==> config.mk <==
export PLATFORM = sky130hd
export DESIGN_NAME = pfc_function_config
export DESIGN_NICKNAME = d
export VERILOG_FILES = /design/src/pfc_sync3.v /design/src/pfc_function_config.v
export VERILOG_INCLUDE_DIRS = /design/src
export SDC_FILE = /design/constraint.sdc
export NUM_CORES = 1
export LEC_CHECK = 0
export ABC_AREA = 1
export BUFFER_PORTS_ARGS = -buffer_cell sky130_fd_sc_hd__buf_2
export CAP_MARGIN = 5
export CELL_PAD_IN_SITES_DETAIL_PLACEMENT = 1
export CELL_PAD_IN_SITES_GLOBAL_PLACEMENT = 1
export CORE_MARGIN = 1.5
export CORE_UTILIZATION = 48
export CTS_CLUSTER_DIAMETER = 80
export DETAILED_ROUTE_END_ITERATION = 10
export PLACE_DENSITY = 0.95
export SLEW_MARGIN = 0
export SYNTH_ARGS = -nofsm -noshare
export SYNTH_HDL_FRONTEND = slang
export SYNTH_SLANG_ARGS = --single-unit
==> constraint.sdc <==
create_clock -name clk_sys -period 1.7 [get_ports clk_sys]
set_input_delay 0.17 -clock clk_sys [delete_from_list [all_inputs] [get_ports clk_sys]]
set_output_delay 0.17 -clock clk_sys [all_outputs]
set_load 0.02 [all_outputs]
==> src/pfc_defines.vh <==
// register offsets, field positions, reset values and codes of the function configuration group
`ifndef PFC_DEFINES_VH
`define PFC_DEFINES_VH
`define PFC_ADDR_FUNC_ONE 8'h16
`define PFC_ADDR_FUNC_TWO 8'h17
`define PFC_ADDR_FUNC_THREE 8'h1e
`define PFC_ADDR_RATIO_BASE 8'h06
`define PFC_ADDR_RATIO_LAST 8'h15
`define PFC_ADDR_DEVCFG_ONE 8'h03
`define PFC_ADDR_DEVCFG_TWO 8'h04
`define PFC_ADDR_GLOBAL 8'h05
`define PFC_BIT_SKIP 7
`define PFC_BIT_LOCKDRV 6
`define PFC_BIT_PRESC_HI 4
`define PFC_BIT_PRESC_LO 3
`define PFC_BIT_OUTUNL 4
`define PFC_BIT_LFFMT 3
`define PFC_BIT_BW_HI 6
`define PFC_BIT_BW_LO 4
`define PFC_MASK_FUNC_ONE 8'hd8
`define PFC_MASK_FUNC_TWO 8'h18
`define PFC_MASK_FUNC_THREE 8'h70
`define PFC_RST_FUNC_ONE 8'h00
`define PFC_RST_FUNC_TWO 8'h00
`define PFC_RST_FUNC_THREE 8'h00
`define PFC_AUX_LOCK 2'h3
`define PFC_PRESC_DIV4 2'h0
`define PFC_PRESC_DIV2 2'h1
`define PFC_PRESC_DIV1 2'h2
`define PFC_FMT_HIMUL 1'h0
`define PFC_FMT_HIACC 1'h1
`endif

==> src/pfc_sync3.v <==
// three-stage input synchroniser that passes a change once stages two and three agree
`timescale 1ns/1ps
module pfc_sync3 (
   input wire clk_sys, // system clock
   input wire rstn, // async reset, active low
   input wire din, // asynchronous level
   output reg dout // filtered synchronous level
);
   reg s1; // first stage, read only by s2
   reg s2; // second stage
   reg s3; // third stage
   // shift chain and agreement filter
   always @(posedge clk_sys or negedge rstn) begin
      if (!rstn) begin
         s1 <= 1'b0;
         s2 <= 1'b0;
         s3 <= 1'b0;
         dout <= 1'b0;
      end else begin
         s1 <= din;
         s2 <= s1;
         s3 <= s2;
         if (s2 == s3) begin
            dout <= s3; // stages agree: take the change
         end
      end
   end
endmodule

==> src/pfc_function_config.v <==
// function configuration register group with lock indicator, prescaler and ratio format logic
`timescale 1ns/1ps
`include "pfc_defines.vh"
// How it works
// - skip bit lets lock survive missing sync pulses
// - lock driver 0: push-pull, high when unlocked
// - lock driver 1: open drain, low unlocked
// - clock on aux pin ignores lock driver
// - prescale codes divide by 4, 2, 1
// - unlock bit 0 forces clock outputs low while unlocked
// - unlock bit 1 keeps outputs always on
// - hybrid mode: format bit picks 20.12/12.20
// - static mode always uses 12.20 format
// - bandwidth code 000..111 gives 1..128 Hz
// - aux pin is lock indicator at code 11
// - ratio source 1 selects hybrid mode
// - ratio is four bytes, MSB first
module pfc_function_config (
   input wire clk_sys, // system clock, 100 MHz
   input wire rstn, // async reset, active low
   input wire regWrite, // one-cycle register write strobe
   input wire [7:0] regAddr, // register address
   input wire [7:0] regWdata, // write data
   input wire [7:0] regRaddr, // read address
   output reg [7:0] regRdata, // registered read data
   input wire [1:0] aux_source_select, // aux pin source code
   input wire ratio_source_select, // 1 = hybrid mode
   input wire [1:0] ratioIndex, // selected user ratio index
   input wire pllLocked, // lock status from analog loop, asynchronous
   input wire syncPulseMissing, // sync input pulse gap seen, asynchronous
   input wire auxClock, // clock value to route to aux pin
   output reg auxPinOut, // aux pin output value
   output reg auxPinOe, // aux pin output enable
   output reg clockOutEnable, // clock output gate, low forces outputs low
   output reg skip_tolerance_enable, // clock skipping mode active
   output reg holdLock, // keep lock through missing pulses
   output reg [2:0] refDivide, // timing reference divide factor
   output reg prescaleReserved, // reserved prescaler code written
   output reg ratioFractionHigh, // 1 = 12.20, 0 = 20.12
   output reg [31:0] user_ratio, // selected 32-bit ratio
   output reg [7:0] bandwidthHz, // applied minimum loop bandwidth in Hz
   output reg bandwidthPending // new bandwidth waits for unlock
);
   reg [7:0] funcOne; // first function configuration register
   reg [7:0] funcTwo; // second function configuration register
   reg [7:0] funcThree; // third function configuration register
   reg [7:0] ratioMem [0:15]; // four user ratios, four bytes each
   reg [2:0] bwApplied; // bandwidth code in use by the loop
   wire lockedSync; // synchronised lock status
   wire missSync; // synchronised pulse gap indication
   wire auxIsLock; // aux pin carries lock indicator
   wire [1:0] presc; // prescale field
   wire [3:0] ratioBase; // first byte index of the selected ratio
   reg [7:0] next_rdata; // read mux output
   integer i; // memory reset index
   wire auxClockSync; // synchronised aux clock level
   wire [7:0] wrOffset; // write address minus the ratio base
   wire [7:0] rdOffset; // read address minus the ratio base
   wire wrRatioHit; // write lands in the ratio bytes
   wire rdRatioHit; // read lands in the ratio bytes
   wire [3:0] byteOne; // second byte index of the selected ratio
   wire [3:0] byteTwo; // third byte index of the selected ratio
   wire [3:0] byteThree; // fourth byte index of the selected ratio

   assign auxIsLock = (aux_source_select == `PFC_AUX_LOCK);
   assign presc = funcOne[`PFC_BIT_PRESC_HI:`PFC_BIT_PRESC_LO];
   assign ratioBase = {ratioIndex, 2'h0};
   // ratio bytes sit at one address each, sixteen in a row; the offset keeps
   // the slot index right across the 0x0f to 0x10 address boundary
   assign wrOffset = regAddr - `PFC_ADDR_RATIO_BASE;
   assign rdOffset = regRaddr - `PFC_ADDR_RATIO_BASE;
   assign wrRatioHit = (regAddr >= `PFC_ADDR_RATIO_BASE) && (regAddr <= `PFC_ADDR_RATIO_LAST);
   assign rdRatioHit = (regRaddr >= `PFC_ADDR_RATIO_BASE) && (regRaddr <= `PFC_ADDR_RATIO_LAST);
   // most significant byte sits at the lowest address of the group
   assign byteOne = ratioBase + 4'h1;
   assign byteTwo = ratioBase + 4'h2;
   assign byteThree = ratioBase + 4'h3;

   // lock status comes from the analog domain
   pfc_sync3 lockSyncInst (
      .clk_sys(clk_sys),
      .rstn(rstn),
      .din(pllLocked),
      .dout(lockedSync)
   );

   // pulse gap indication comes from the sync input detector
   pfc_sync3 missSyncInst (
      .clk_sys(clk_sys),
      .rstn(rstn),
      .din(syncPulseMissing),
      .dout(missSync)
   );

   // the routed clock comes from another clock domain; the filter adds about
   // four cycles of delay and limits how fast a routed clock can be followed
   pfc_sync3 auxSyncInst (
      .clk_sys(clk_sys),
      .rstn(rstn),
      .din(auxClock),
      .dout(auxClockSync)
   );

   // register writes; reserved bits are masked off
   always @(posedge clk_sys or negedge rstn) begin
      if (!rstn) begin
         funcOne <= `PFC_RST_FUNC_ONE;
         funcTwo <= `PFC_RST_FUNC_TWO;
         funcThree <= `PFC_RST_FUNC_THREE;
         for (i = 0; i < 16; i = i + 1) begin
            ratioMem[i] <= 8'h00;
         end
      end else if (regWrite) begin
         case (regAddr)
            `PFC_ADDR_FUNC_ONE: funcOne <= regWdata & `PFC_MASK_FUNC_ONE;
            `PFC_ADDR_FUNC_TWO: funcTwo <= regWdata & `PFC_MASK_FUNC_TWO;
            `PFC_ADDR_FUNC_THREE: funcThree <= regWdata & `PFC_MASK_FUNC_THREE;
            default: begin
               // ratio bytes, one address each
               if (wrRatioHit) begin
                  ratioMem[wrOffset[3:0]] <= regWdata;
               end
            end
         endcase
      end
   end

   // read mux; unmapped addresses read zero
   always @* begin
      next_rdata = 8'h00;
      case (regRaddr)
         `PFC_ADDR_FUNC_ONE: next_rdata = funcOne;
         `PFC_ADDR_FUNC_TWO: next_rdata = funcTwo;
         `PFC_ADDR_FUNC_THREE: next_rdata = funcThree;
         default: begin
            if (rdRatioHit) begin
               next_rdata = ratioMem[rdOffset[3:0]];
            end
         end
      endcase
   end

   // all outputs registered
   // derived outputs lag the register state by one cycle, bandwidthHz by two; anything fed by the
   // lock status lags the pin by the synchroniser delay as well, so a short
   // lock glitch never reaches the aux pin or the clock gate
   always @(posedge clk_sys or negedge rstn) begin
      if (!rstn) begin
         regRdata <= 8'h00;
         auxPinOut <= 1'b0;
         auxPinOe <= 1'b0;
         clockOutEnable <= 1'b0;
         skip_tolerance_enable <= 1'b0;
         holdLock <= 1'b0;
         refDivide <= 3'h4;
         prescaleReserved <= 1'b0;
         ratioFractionHigh <= 1'b1;
         user_ratio <= 32'h00000000;
         bwApplied <= 3'h0;
         bandwidthHz <= 8'h01;
         bandwidthPending <= 1'b0;
      end else begin
         regRdata <= next_rdata;
         // skipping mode holds lock across pulse gaps
         skip_tolerance_enable <= funcOne[`PFC_BIT_SKIP];
         holdLock <= funcOne[`PFC_BIT_SKIP] & missSync & lockedSync;
         // aux pin driver
         if (auxIsLock) begin
            if (!funcOne[`PFC_BIT_LOCKDRV]) begin
               auxPinOut <= ~lockedSync;
               auxPinOe <= 1'b1;
            end else begin
               auxPinOut <= 1'b0;
               auxPinOe <= ~lockedSync;
            end
         end else begin
            auxPinOut <= auxClockSync;
            auxPinOe <= 1'b1;
         end
         // clock output gating while unlocked
         clockOutEnable <= funcTwo[`PFC_BIT_OUTUNL] | lockedSync;
         // timing reference prescaler
         case (presc)
            `PFC_PRESC_DIV4: begin
               refDivide <= 3'h4;
               prescaleReserved <= 1'b0;
            end
            `PFC_PRESC_DIV2: begin
               refDivide <= 3'h2;
               prescaleReserved <= 1'b0;
            end
            `PFC_PRESC_DIV1: begin
               refDivide <= 3'h1;
               prescaleReserved <= 1'b0;
            end
            default: begin
               refDivide <= refDivide; // reserved code keeps last divide
               prescaleReserved <= 1'b1;
            end
         endcase
         // ratio format
         if (ratio_source_select) begin
            ratioFractionHigh <= funcTwo[`PFC_BIT_LFFMT];
         end else begin
            ratioFractionHigh <= `PFC_FMT_HIACC;
         end
         user_ratio <= {ratioMem[ratioBase], ratioMem[byteOne],
                        ratioMem[byteTwo], ratioMem[byteThree]};
         // bandwidth applied only while unlocked; a locked loop keeps its
         // bandwidth and the new code waits for the next unlock
         if (!lockedSync) begin
            bwApplied <= funcThree[`PFC_BIT_BW_HI:`PFC_BIT_BW_LO];
         end
         bandwidthHz <= 8'h01 << bwApplied;
         bandwidthPending <= lockedSync && (bwApplied != funcThree[`PFC_BIT_BW_HI:`PFC_BIT_BW_LO]);
      end
   end
endmodule

After elaboration in Yosys (flattened, before gate mapping)
Index checks and enable logic that the tools add are counted.
W data, S select, Z words.
- bitwise operators: 11
- muxes and demuxes: 27
- multiply operators: 0
- reduce and logical (&&, ||, !) cells: 12
- add/sub/neg operators: 5
- equality and inequality tests: 13
- order comparisons: 11
- shifts and indexed selects: 1
- div/mod/pow operators: 0
- operators with widths (operator ; number):
    $bmux W8 S4 ; 5
    $bwmux W128 ; 1
    $mux W8 ; 12
    $eq A8 B5 Y1 const B ; 6
    $demux W8 S4 ; 1
    $ge A5 B5 Y1 const B ; 6
    $not A4 Y5 ; 6
    $pmux W8 S3 ; 1
    $ge A8 B3 Y1 const B ; 2
    $le A8 B5 Y1 const B ; 2
    $pmux W3 S3 ; 1
    $add A4 B2 Y4 const B ; 2
    $shl A1 B3 Y8 const A ; 1
    $sub A4 B3 Y4 const B ; 2
    $mux W1 ; 6
    $reduce_and A2 Y1 ; 3
    $reduce_or A3 Y1 ; 2
    $lt A5 B1 Y1 const B ; 1
    $add A4 B1 Y4 const B ; 1
    $eq A2 B2 Y1 const B ; 2
    $logic_and A1 B1 Y1 ; 4
    $eq A1 B1 Y1 ; 3
    $ne A3 B3 Y1 ; 1
    $reduce_and A3 Y1 ; 1
    6 further kinds ; 8
- logic and storage cells: 124
- memory bits (writable): 0
- register bits: 211
- memories kept: 0
- bits in latches: 0
- output and inout bits: 59
- input port bits: 35
- bits in read-only memories: 0

Logic depth before layout (Yosys ltp)
Gate-level depths: netlist (run 1).
- word-level depth: 7
- depth in mapped cells: 12
- mapped depth without buffers: 11

Hierarchy
From an unflattened synthesis (run 1), not the netlist that was laid out.
- cells, all modules: 1258
- area total of the unflattened synthesis: 9960.8 um2
- modules (own cells, without submodules) (module ; times used ; seq. area each (um2) ; cells an instance ; area each (um2)):
    pfc_function_config ; 1 ; 4983.5 ; 1234 ; 9611.7
    pfc_sync3 ; 3 ; 100.1 ; 8 ; 116.4

Worst setup path after synthesis (run 1)
Ideal clock, no wire load.
- path type: input -> register
- start point: input regAddr[1]
- end point: register ratioMem[6] (netlist bit)
- data required time: 1567 ps
- stages: 9
- arrival: 1209 ps
- setup time: 133 ps
- path buffers: 1
- path slack: 357 ps
- cell sequence: ha_1 > xor2_1 > inv_1 > nand2_1 > nor2_1 > nand2_4 > buf_6 > nand2_1 > o21ai_1
- cells in the longest elaborated chain, start to end: 7
- elaborated cells between the ends (all ways): 17
- those cells by class: add/sub: 1; order compare: 4; eq/ne: 3; mux: 3; bitwise: 2; reduce/logical: 4
- RTL lines (item ; RTL line ; source):
    start: declaration ; pfc_function_config.v:22 ; input wire [7:0] regAddr,
    $sub A4 B3 Y4 (no line) ; n/a ;
    $not A4 Y5 (not written as such) ; pfc_function_config.v:121 ; ratioMem[wrOffset[3:0]] <= regWdata;
    $ge A5 B5 Y1 (not written as such) / $lt A5 B1 Y1 (equally long branches) ; pfc_function_config.v:121 ;
    $logic_and A1 B1 Y1 (not written as such) ; pfc_function_config.v:121 ;
    $mux W8 (not written as such) ; pfc_function_config.v:121 ;
    $demux W8 S4 ; pfc_function_config.v:121 ;
    $bwmux W128 ; pfc_function_config.v:121 ;
    end signal: indexed assignment ; pfc_function_config.v:121 ;
    end: declaration ; pfc_function_config.v:47 ; reg [7:0] ratioMem [0:15];
Parallel ways exist; a longest one is shown, timed or not.
A chain may end at the register's enable or synchronous reset.

Worst setup path in the final report (run 1)
- start point: register ratioMem[20] (netlist bit)
- end point: register regRdata[4]
- cells in the longest elaborated chain, start to end: 5
- RTL lines (item ; RTL line ; source):
    $bmux W8 S4 ; pfc_function_config.v:137 ; next_rdata = ratioMem[rdOffset[3:0]];
    $mux W8 (not written as such) (2 in a row) ; pfc_function_config.v:137 ;
    $mux W8 ; pfc_function_config.v:136 ; if (rdRatioHit) begin
    $pmux W8 S3 ; pfc_function_config.v:131 ; case (regRaddr)
    net next_rdata[4] ; pfc_function_config.v:54 ; reg [7:0] next_rdata;
    end signal: assignment ; pfc_function_config.v:163 ; regRdata <= next_rdata;
    end: declaration ; pfc_function_config.v:25 ; output reg [7:0] regRdata,
The timed path passes the listed nets, and every way through them passes these cells. The select of a mux whose other input is x is not followed.

==> results of run 1 <==
-- cell type report --
cell class,count,share of cell area [%]
clock buffer,33,5.75
timing repair buffer,142,8.91
inverter,84,2.67
multi-input combinational,865,34.1
tap,270,2.84
sequential,211,44.5
clock inverter,8,1.22
-- registers in the layout, indices dropped and copies added (netlist names), 2 cells and up --
signal and cells:
funcOne 4, bwApplied 3, user_ratio 32, bandwidthHz 8, funcThree 3, ratioMem 128, refDivide 3, funcTwo 2
regRdata 8
-- metrics by stage --
stage / util [%] / std cells / hold WS (ns) / setup slack, ns / total power (W)
2_1_floorplan: - / 1222 / -0.126 / 0.357 / 0.00650
3_3_place_gp: 53.6 / 1556 / 0.0777 / 0.00466 / 0.00713
3_5_place_dp: 53.6 / 1556 / 0.0839 / -0.193 / 0.00727
4_1_cts: 58.5 / 1613 / 0.105 / 0.215 / 0.0129
5_1_grt: 58.5 / 1613 / 0.147 / -0.00488 / 0.0135
6_report: 58.5 / 1613 / 0.0928 / 0.0345 / 0.0133
-- placed cells by master (no fill, tap or decap), types with 25 or more instances in the layout --
cell type / count
sky130_fd_sc_hd__dfrtp_1: 208
sky130_fd_sc_hd__o21ai_2: 34
sky130_fd_sc_hd__nor2_1: 106
sky130_fd_sc_hd__inv_1: 81
sky130_fd_sc_hd__o21ai_0: 94
sky130_fd_sc_hd__nand3_1: 76
sky130_fd_sc_hd__buf_2: 92
sky130_fd_sc_hd__nand2_1: 396
sky130_fd_sc_hd__o21ai_1: 46
sky130_fd_sc_hd__o22ai_1: 25
sky130_fd_sc_hd__a21oi_1: 36
-- metal layers --
layer  part of all wire [%]  wire (um)  vias to the layer above  global-route usage, %
met5                  0.059         29                        -                      0
met4                     10       4960                        4                   36.1
met3                     13       6260                      443                   15.2
met2                     44      21300                     1115                   68.7
met1                     33      16300                     5275                   54.4
li1                       -          -                     4158                      -
-- report_power, final --
| group | switching [W] | internal [W] | leakage, nW | total (W) |
|---|---|---|---|---|
| Combinational | 0.00137 | 0.000530 | 2.72 | 0.00190 |
| Sequential | 0.000321 | 0.00534 | 2.84 | 0.00566 |
| Clock | 0.00230 | 0.00340 | 0.402 | 0.00569 |
| Total | 0.00399 | 0.00926 | 5.96 | 0.0133 |
-- logic make-up (layout without fill, tap and decap cells) --
family	Yosys count	count (layout)
simple gates	613	613
compound gates	239	239
flops	211	211
buf+inv	146	267
fa+ha+maj	8	8
mux	3	3
xor+xnor	2	2
-- critical path: stages, from the launching register on --
cell and delay (ns):
sky130_fd_sc_hd__dfrtp_1 0.43, sky130_fd_sc_hd__nand2_1 0.13, sky130_fd_sc_hd__nand3_1 0.34, sky130_fd_sc_hd__nand3_1 0.22
sky130_fd_sc_hd__nand2_1 0.09, sky130_fd_sc_hd__nand2_1 0.09, sky130_fd_sc_hd__nand2_1 0.08, sky130_fd_sc_hd__nand2_1 0.06
sky130_fd_sc_hd__nand2_1 0.09
-- what timing repair did --
item | in CTS | in global routing
endpoints found under the setup margin | 0 | 2
hold buffers | 16 | 0
endpoints found under the hold margin | 240 | 0
gates resized for setup | 0 | 2
-- worst paths after layout --
check	start	end	slack, ns	cells past startpoint
min	regWrite	funcTwo[4]	0.09	3
min in group asynchronous	rstn	ratioMem[32]	0.13	2
min reg2reg	missSyncInst.s1	missSyncInst.s2	0.37	0
max	ratioMem[20]	regRdata[4]	0.03	8
max in group asynchronous	rstn	ratioFractionHigh	0.90	3
max reg2reg	ratioMem[20]	regRdata[4]	0.03	8
==> reports/results.txt, run 1 <==
The flow ran to the end, and the final reports show no timing, DRC or antenna violations. 94 I/O pins were placed. In this run the vertical extent of the chip is 147 um. In the routed design, unresolved DRC markers number 0. The tools report the post-synthesis cell count as 1222. Global routing used 45.9% of the available tracks across all layers. Routability-driven placement finished with a final weighted congestion of 0.884.

The run gives 0.00999 mm2 as the post-synthesis instance area. By area the synthesized netlist is led by sky130_fd_sc_hd__dfrtp_1 (52%), sky130_fd_sc_hd__nand2_1 (15%), sky130_fd_sc_hd__o21ai_0 (4.7%). Clock latency on the worst-skew pair, taken at its later pin, is 0.54 ns. After synthesis, the share of flip-flops with an asynchronous set or reset is 100%. The adder-cell area share of the yosys netlist was 0.927%; the filler cell count was 2439. For the number of antenna violations at the first check in global routing, the log shows 3.

The smallest clock period supported by the final layout is computed as 1.67 ns. Number of placement rows: 52. After synthesis, the largest family of logic cells by area is simple AND/OR/NAND/NOR gates. Once layout is done, the placed cells without fillers occupy 0.0119 mm2. Summing the areas of all compound-gate instances in the mapped netlist gives 13.7% of the synthesized area.

In the final timing run, aggregate negative setup slack is 0 ns. Global routing finished with a remaining overflow of 0. After detailed routing, the average wire length per cell comes to 30.3 um. In this run the post-CTS setup repair buffer count came out at 0. The detail route stage leaves a number of antenna-violating nets equal to 0. The worst setup path is launched from a flop.

The violation count after the first detailed-routing iteration is 1903, and the standard cell area after detailed placement is 0.0109 mm2. Entering global routing, the biggest net connects 54 pins. Library cell with the largest summed area after synthesis: sky130_fd_sc_hd__dfrtp_1. Leakage power summed over all cells: 5.96 nW.

By count the netlist is led by sky130_fd_sc_hd__nand2_1 (397), sky130_fd_sc_hd__dfrtp_1 (208), sky130_fd_sc_hd__nor2_1 (106). The quantity of I/O buffers inserted on ports works out to 93. sky130_fd_sc_hd__nand2_1 is the most common cell in the netlist. TritonCTS built the clock tree.

The maximum vdd drop was 673 uV; the buffer depth of the longest clock path was 3. Clock-pin slew was measured on the worst setup and hold paths at 0.07 ns. The final setup skew is 0.0240 ns, and the mux share of post-synthesis cell area is 0.338%. The die area is 0.0217 mm2. The final number of hold-violating endpoints was 0. The count of unique library cells instantiated by Yosys is 33. The sequential element share of the synthesized area was 52.9%; the final number of max-transition violations was 0. The run gives 600 MHz as the achievable clock frequency.

When the netlist entered floorplanning its net count stood at 1262. At the worst endpoint, the required time is 2.09 ns. Counting the buffers created by CTS gives 23.

The count of endpoints failing setup in the final report is 0. In this run, synthesis produced a sequential element count of 211. The count of flip-flops with a built-in enable after synthesis was 0. The dominant synthesized flop cell was sky130_fd_sc_hd__dfrtp_1.

The type of the setup path with the least slack was reg -> reg. At the end of the flow, the number of nets in the layout was 1367. The horizontal die dimension is 147 um. In this run the tightest slew margin relative to its limit is 48.2%.

Once detailed placement completed, the half-perimeter wirelength came to 25000 um. Counting every sink on the clock net gives 211. Across the whole layout, storage elements account for 0.00528 mm2. Wires add up to 48900 um. Compared with the post-synthesis result, the final layout area differs by 19.0%. The number of warning messages in the yosys log was 0. After detailed routing, the number of vias per cell comes to 6.82. The worst setup path is captured at a flop. For this configuration, the core starts out at a cell density of 49.2%. Of all nets on the critical path, the largest fanout is 3.

The repair_antennas step left the layout with diodes totalling 0. The slew of the pin with the lowest slew margin came out at 0.773 ns. The run gives 11000 as the via count. The count of maximum capacitance violations is 0, and the first-pass GRT wire length is 73900 um. The synthesized-area fraction occupied by and/or/nand/nor cells is 25.4%. The mean cell area of the mapped netlist was 8.17 um2; the H-tree depth was 1.

Summed over its instances, the top area cell type makes up 52.1% of the synthesized netlist area. The share of cells above drive strength 1 works out to 16.8%. The synthesized netlist devotes 0.175% of its cell area to XOR and XNOR gates. Area used by multi-input combinational logic: 0.00406 mm2. The clock root buffer master was sky130_fd_sc_hd__clkbuf_16.

The core box area is 0.0203 mm2. For the worst setup path, the data arrival time is 2.05 ns. The first detailed-routing pass took 6 iterations.

The via count of the first global-routing pass was 11600; the power per cell area was 1120 mW/mm2. The final critical-path share of the clock period came out at 98.0%. The min-delay analysis places its worst path in the category in -> reg.
Power figures use the tool's default switching activity.
==> run 2: changes to the inputs <==
--- a/config.mk
+++ b/config.mk
@@ -11,7 +11,8 @@
 export CAP_MARGIN = 5
 export CELL_PAD_IN_SITES_DETAIL_PLACEMENT = 1
 export CELL_PAD_IN_SITES_GLOBAL_PLACEMENT = 1
-export CORE_MARGIN = 1.5
+export CORE_ASPECT_RATIO = 2
+export CORE_MARGIN = 2
 export CORE_UTILIZATION = 48
 export CTS_CLUSTER_DIAMETER = 80
 export DETAILED_ROUTE_END_ITERATION = 10
==> run 2 against run 1 <==
Compared with the run above:
- sequential power is essentially flat
- clock power shrank 24%
- core utilization shrank 1.5 points
- largest power group is now registers
- highest routed layer is now met4
==> reports/results.txt, run 2 (same netlist as run 1, synthesis figures left out) <==
Die area: 0.0220 mm2 (+1.7%). The last weighted congestion value of the routability-driven placer is 0.977 (+11%), and the vertical extent of the die is 208 um (+41%). The run finished with clean final reports. The flip-flop count of the largest register after layout was 128 (unchanged). STA classifies the critical path endpoint as a flop.

The tools report the final setup skew as 0.0144 ns (-0.00960 ns). In this run the worst setup path begins at ratioMem[86]. In this run the clock root is driven by a sky130_fd_sc_hd__clkbuf_16. Beginning of the worst register-to-register path: ratioMem[86]. The tools report the startpoint type of the worst setup path as a flop. For the final layout net count, the log shows 1373 (+0.44%). The first-pass GRT wire length is 64700 um (-12%).

The slew of the pin with the lowest slew margin is 0.725 ns (-0.0477 ns), and the placed wire-length estimate after detailed placement is 27200 um (+8.7%). The average via count per standard cell came out at 6.14 (-9.9%). For the count of antenna-violating nets left after detailed routing, the log shows 0 (unchanged). The final number of max-transition violations came out at 0 (unchanged). The top cell types in the final layout, fill and taps aside, are sky130_fd_sc_hd__nand2_1 (397), sky130_fd_sc_hd__dfrtp_1 (208), sky130_fd_sc_hd__nor2_1 (106). The area growth from synthesis to layout is 16.7%. Setup repair after global routing left no endpoint under its margin. The via count of the first global-routing pass was 10800 (-7.2%).

The post-placement setup slack came out at -0.171 ns (+0.0225 ns). The buffers inserted during post-CTS setup optimization came out at 0 (unchanged). In this run the worst hold path is classified as in -> reg. The count of cells resized by post-cts repair was 0 (unchanged). The average detailed-routed wire length per instance is 26.2 um (-13%), and the final worst setup slack is 0.236 ns (+0.201 ns). Clock latency on the worst-skew pair: 0.53 ns (about the same). The final number of hold-violating endpoints is 0 (unchanged), and the violation count after the first detailed-routing iteration is 1001 (-47%).

The largest registers in the layout are ratioMem: 128 flops, user_ratio: 32 flops. For the largest net degree at the start of global routing, the log shows 52 (-3.7%). The total detailed-routing wirelength was 42300 um (-13%); the achievable clock frequency was 683 MHz (+14%). For the maximum vdd drop, the log shows 827 uV (+23%). The run gives 1 (unchanged) as the H-tree depth. The arrival time of the worst setup path came out at 1.83 ns (-0.22 ns).

The final critical-path share of the clock period was 86.1% (-12 points); the time the worst path needs with I/O delays and setup was 1.46 ns (-0.201 ns). The launch point of the worst hold path is regRaddr[3]. The leading cell type in the layout, fill and taps excluded was sky130_fd_sc_hd__nand2_1. The clock buffer count from CTS was 19 (-17%). The global route total overflow is 0 (unchanged), and the share of cells above drive strength 1 is 16.6% (-0.25 points).

Horizontal die dimension: 106 um (-28%). The number of cell instances on the worst register-to-register path was 4 (-4); the remaining design rule violation count was 0 (unchanged). The via count is 9904 (-9.9%).

The register with the most flip-flops in the final layout is ratioMem. The number of placement rows was 74 (+42%). For the clock sink count, the log shows 211 (unchanged). The count of maximum capacitance violations was 0 (unchanged); the maximum fanout encountered on the critical timing path was 2 (-1). For the worst hold slack, the log shows 0.125 ns (+0.0327 ns). Quantity of I/O buffers inserted on ports: 93 (unchanged).

The logs give 57.0% (-1.5 points) for the fraction of the core area covered by cells at the end of the flow and 94 (unchanged) for the I/O pin total. The buffer depth of the longest clock path is 3 (unchanged). TritonCTS built the clock tree.

The number of cells traversed by the worst hold path was 5 (+2). The run gives 1 (-2) as the number of antenna violations at the first check in global routing. The power per cell area works out to 1010 mW/mm2 (-9.7%). The core box area is 0.0205 mm2 (+0.80%), and the clock-pin transition on the worst setup and hold timing paths is 0.08 ns (about the same). For the initial cell density of the core, the log shows 48.8% (-0.39 points). The max-slew headroom at the worst pin is 51.4% (+3.2 points). By startpoint and endpoint, the worst setup path is classified as reg -> reg.

The count of endpoints failing setup in the final report is 0 (unchanged). The logs give 2.07 ns (-0.02 ns) for the data required time of the worst path and 39.5% (-6.3 points) for the total routing resource utilization after global routing. The total iterations of the first detailed-routing run came out at 7 (+1).

The leakage power summed over all cells is 5.88 nW (-1.4%).
[run 2: area by class of cell]
cell class                 instances  area (um2)
clock inverter                     6        57.6
tap                              266         333
inverter                          84         318
multi-input combinational        865        4050
fill                            2520        8800
timing repair buffer             152        1090
antenna                            1        2.50
sequential                       211        5280
clock buffer                      27         526
[run 2: where the power goes]
part           internal [W]  switching (W)  total, W
logic              0.000548        0.00119   0.00174
clock network       0.00232        0.00201   0.00433
registers           0.00533       0.000336   0.00567
[run 2: metrics by stage]
stage	TNS, ns	instances	instance area (um2)	total power, W
3_5_place_dp	-2.98	1562	10900	0.00733
5_1_grt	0	1611	11700	0.0121
3_3_place_gp	-0.00380	1562	10900	0.00722
4_1_cts	0	1611	11700	0.0116
6_report	0	1612	11700	0.0117
2_1_floorplan	0	1222	9990	0.00650
[run 2: timing repair]
item | in CTS | in global routing
hold buffers | 16 | 0
setup endpoints to repair | 0 | 0
hold endpoints to repair | 131 | 0
[run 2: worst paths after layout]
kind | endpoint | slack (ns)
max | user_ratio[22] | 0.24
min | regRdata[5] | 0.13
max reg2reg | user_ratio[22] | 0.24
min reg2reg | missSyncInst.s2 | 0.35
max in group asynchronous | ratioMem[58] | 0.90
min in group asynchronous | ratioMem[29] | 0.16
[run 2: worst max-delay path, stage by stage, from the launching register on]
cell and delay (ns):
sky130_fd_sc_hd__dfrtp_1 0.36, sky130_fd_sc_hd__inv_1 0.06, sky130_fd_sc_hd__o21ai_0 0.38, sky130_fd_sc_hd__a21oi_1 0.08, sky130_fd_sc_hd__a21oi_1 0.42
[run 2: per-layer routing]
layer	global-route usage [%]	routed length [um]	part of all wire (%)
met1	41.5	13500	32
met4	30.5	4340	10
met5	1.38	0	0
met2	67.8	21000	50
met3	8.27	3500	8.3
==> run 3: changes to the inputs <==
--- a/config.mk
+++ b/config.mk
@@ -11,13 +11,13 @@
 export CAP_MARGIN = 5
 export CELL_PAD_IN_SITES_DETAIL_PLACEMENT = 1
 export CELL_PAD_IN_SITES_GLOBAL_PLACEMENT = 1
-export CORE_ASPECT_RATIO = 2
+export CORE_ASPECT_RATIO = 0.7
 export CORE_MARGIN = 2
-export CORE_UTILIZATION = 48
+export CORE_UTILIZATION = 45
 export CTS_CLUSTER_DIAMETER = 80
 export DETAILED_ROUTE_END_ITERATION = 10
-export PLACE_DENSITY = 0.95
-export SLEW_MARGIN = 0
+export PLACE_DENSITY = 0.91
+export SLEW_MARGIN = 20
 export SYNTH_ARGS = -nofsm -noshare
 export SYNTH_HDL_FRONTEND = slang
 export SYNTH_SLANG_ARGS = --single-unit
==> constraint.sdc (replaced) <==
create_clock -name clk_sys -period 1.4 [get_ports clk_sys]
set_input_delay 0.14 -clock clk_sys [delete_from_list [all_inputs] [get_ports clk_sys]]
set_output_delay 0.14 -clock clk_sys [all_outputs]
set_load 0.02 [all_outputs]
==> run 3 against run 2 <==
Compared with the run above:
- largest power group unchanged
- critical endpoint is now regRdata[6]
- non-clock buffer count grew 36
- cell area up 4.5%
- worst hold slack worse by 0.0037 ns
- via count rose by 7.2%
- die area grew 6.2%
- the flow now finishes with violations (negative setup slack)
==> reports/results.txt, run 3 (same netlist as run 1, synthesis figures left out) <==
The flow ran to the end, but the final reports show violations. The final reports fail on negative setup slack. The clock-pin transition on the worst setup and hold timing paths is 0.07 ns (about the same), and the share of cells above drive strength 1 is 20.0% (+3.4 points). Number of placement rows: 45 (-39%).

The power per cell area is 1260 mW/mm2 (+25%). The path class of the tightest hold or removal check is in -> async. The tools report the total detailed-routing wirelength as 45400 um (+7.3%). The library cells used most frequently in the layout, excluding fill and tap cells, are sky130_fd_sc_hd__nand2_1 (393), sky130_fd_sc_hd__dfrtp_1 (208), sky130_fd_sc_hd__nor2_1 (106). The logs give 0 (unchanged) for the count of maximum capacitance violations and 1.81 ns (-0.26 ns) for the data required time of the worst path. For the fraction of met1 tracks used by global routing, the log shows 48.1% (+6.6 points). The register area is 0.00528 mm2 (unchanged).

The global routing stage identified its most utilized layer as met2. The final critical-path share of the clock period was 120% (+34 points); the largest net degree at the start of global routing was 54 (+3.8%). Relative to the synthesized area, the layout overhead comes to 22.0%. The tools report the clock root buffer master as sky130_fd_sc_hd__clkbuf_16. The worst setup path is captured at a flop. The tools report the core box area as 0.0217 mm2 (+6.2%).

Leading cell type in the layout, fill and taps excluded: sky130_fd_sc_hd__nand2_1. For the clock buffer count from CTS, the log shows 22 (+3). TritonCTS built the clock tree.

The area used by multi-input combinational logic was 0.00408 mm2 (+0.87%). The tools report the total iterations of the first detailed-routing run as 8 (+1). The horizontal die dimension came out at 182 um (+72%). The maximum vdd drop is 690 uV (-17%), and the H-tree depth is 1 (unchanged). Via count of the first global-routing pass: 11200 (+3.8%). The cell repeated most along the worst path was sky130_fd_sc_hd__nand2_1.

The global route total overflow came out at 0 (unchanged). The quantity of I/O buffers inserted on ports came out at 93 (unchanged). The max-slew headroom at the worst pin was 35.3% (-16 points); the number of cell instances on the worst register-to-register path was 6 (+2). The tools report the buffer depth of the longest clock path as 3 (unchanged). The startpoint identified for the worst register-to-register timing path is ratioMem[46]. The tools report the count of antenna-violating nets left after detailed routing as 0 (unchanged).

The longest individual stage delay on the worst path was 0.54 ns (+0.12 ns). The vertical extent of the die was 129 um (-38%); the I/O pin total was 94 (unchanged). The tools report the post-placement setup slack as -0.339 ns (-0.168 ns).

The flip-flop count of the largest register after layout was 128 (unchanged); the total routing resource utilization after global routing was 39.2% (-0.34 points). The remaining design rule violation count is 0 (unchanged), and the achievable clock frequency is 594 MHz (-13%). The run gives -0.284 ns (-0.284 ns) as the final sum of negative setup slack. Cell type of the slowest stage on the worst timing path: sky130_fd_sc_hd__a21oi_1. The first-pass GRT wire length is 68400 um (+5.8%), and the met3 demand-to-capacity share in global routing is 15.8% (+7.5 points). The leakage power summed over all cells was 6.15 nW (+4.7%).

The largest registers in the layout are ratioMem: 128 flops, user_ratio: 32 flops. Destination of the worst register-to-register timing path: regRdata[6]. The logs give 58.5% (-9.3 points) for the fraction of met2 tracks used by global routing and -0.28 ns (-0.52 ns) for the register-to-register setup slack. The cell family contributing the most delay on the critical path is simple AND/OR/NAND/NOR gates.

The setup path with the least slack is of type reg -> reg. The via count came out at 10600 (+7.2%). The tools report the clock latency on the worst-skew pair as 0.53 ns (about the same). The register containing the most flip-flops in the final layout is ratioMem. The time the worst path needs with I/O delays and setup came out at 1.68 ns (+0.219 ns). The logs give 0 (unchanged) for the final number of hold-violating endpoints and 1412 (+2.8%) for the final layout net count. The total power is 0.0153 W (+31%).

Walking the worst path, the cells encountered are a21oi_1 > nand3_1 > nand3_1 > nand2_1 > nand2_1 > nand2_1. The average via count per standard cell was 6.35 (+3.4%). The standard cell area after detailed placement is 0.0113 mm2 (+3.1%), and the final number of max-transition violations is 0 (unchanged).

The tools report the filler cell count as 2582 (+2.5%). The number of antenna violations at the first check in global routing was 3 (+2); the clock sink count was 211 (unchanged). The initial cell density of the core is 46.0% (-2.9 points), and the maximum fanout encountered on the critical timing path is 3 (+1). The count of endpoints failing setup in the final report came out at 1 (+1). The tools report the startpoint type of the worst setup path as a flop.

The placed wire-length estimate after detailed placement is 27700 um (+1.9%), and the slew of the pin with the lowest slew margin is 0.966 ns (+0.241 ns). The last weighted congestion value of the routability-driven placer was 0.916 (-6.2%). The arrival time of the worst setup path is 2.10 ns (+0.27 ns), and the final design area excluding fillers is 0.0122 mm2 (+4.5%).

The final worst setup slack is -0.284 ns (-0.519 ns), and the count of buffer and inverter cells on the critical path is 0 (-1). The average detailed-routed wire length per instance was 27.1 um (+3.4%); the die area was 0.0234 mm2 (+6.2%). The final setup skew was 0.0147 ns (+0.000311 ns). The violation count after the first detailed-routing iteration was 1648 (+65%).
## run 3: changes by cell type in the layout (fill, tap and decap cells not counted), moves of 3 or more
cell                        before  now
sky130_fd_sc_hd__nand2_2         0    4
sky130_fd_sc_hd__buf_12         11   15
sky130_fd_sc_hd__buf_4          32   65
sky130_fd_sc_hd__clkbuf_8        3    6
sky130_fd_sc_hd__nand2_1       397  393
sky130_fd_sc_hd__clkbuf_16      19   23
## run 3: area by class of cell
type | instances | share of cell area (%)
timing repair buffer | 188 | 11.6
clock inverter | 7 | 0.585
clock buffer | 33 | 5.44
tap | 282 | 2.89
antenna | 2 | 0.0411
multi-input combinational | 865 | 33.5
inverter | 84 | 2.61
sequential | 211 | 43.4
## run 3: per-layer routing
| metal | vias up | share of wire [%] |
|---|---|---|
| met5 | - | 0.062 |
| met4 | 4 | 7.6 |
| met3 | 322 | 14 |
| met2 | 885 | 42 |
| met1 | 5156 | 36 |
| li1 | 4251 | - |
## run 3: repair_timing
action | 4_1_cts | 5_1_grt
gates resized for setup | 0 | 10
buffers inserted | 0 | 1
endpoints found under the setup margin | 0 | 14
hold endpoints to repair | 249 | 0
hold buffers | 15 | 0
## run 3: worst reg2reg max path, stage by stage, from the launching register on
cell and delay (ns):
sky130_fd_sc_hd__dfrtp_1 0.41, sky130_fd_sc_hd__a21oi_1 0.54, sky130_fd_sc_hd__nand3_1 0.25, sky130_fd_sc_hd__nand3_1 0.18, sky130_fd_sc_hd__nand2_1 0.09, sky130_fd_sc_hd__nand2_1 0.06, sky130_fd_sc_hd__nand2_1 0.06
## run 3: power breakdown
group | switching, W | internal [W] | total (W)
registers | 0.000386 | 0.00648 | 0.00687
logic | 0.00160 | 0.000744 | 0.00234
clock network | 0.00265 | 0.00348 | 0.00613
## run 3: stage by stage
step / cells / utilization [%] / hold WS, ns
after CTS: 1669 / 55.9 / 0.129
after global routing: 1670 / 56.1 / 0.150
final: 1672 / 56.1 / 0.122
after global placement: 1614 / 51.8 / 0.101
after floorplan: 1222 / - / -0.156
after detailed placement: 1614 / 51.8 / 0.103
## run 3: how the worst max path moves through the flow
stage                       from                end  slack [ns]  depth (start not counted)
5_1_grt             ratioMem[46]        regRdata[6]       -0.24                          6
3_3_place_gp          regAddr[1]       ratioMem[16]       -0.19                          9
2_1_floorplan         regAddr[1]        ratioMem[6]        0.09                          9
4_1_cts        ratioFractionHigh  ratioFractionHigh        0.06                          1
3_5_place_dp          regAddr[1]       ratioMem[28]       -0.34                          9
6_report            ratioMem[46]        regRdata[6]       -0.28                          6
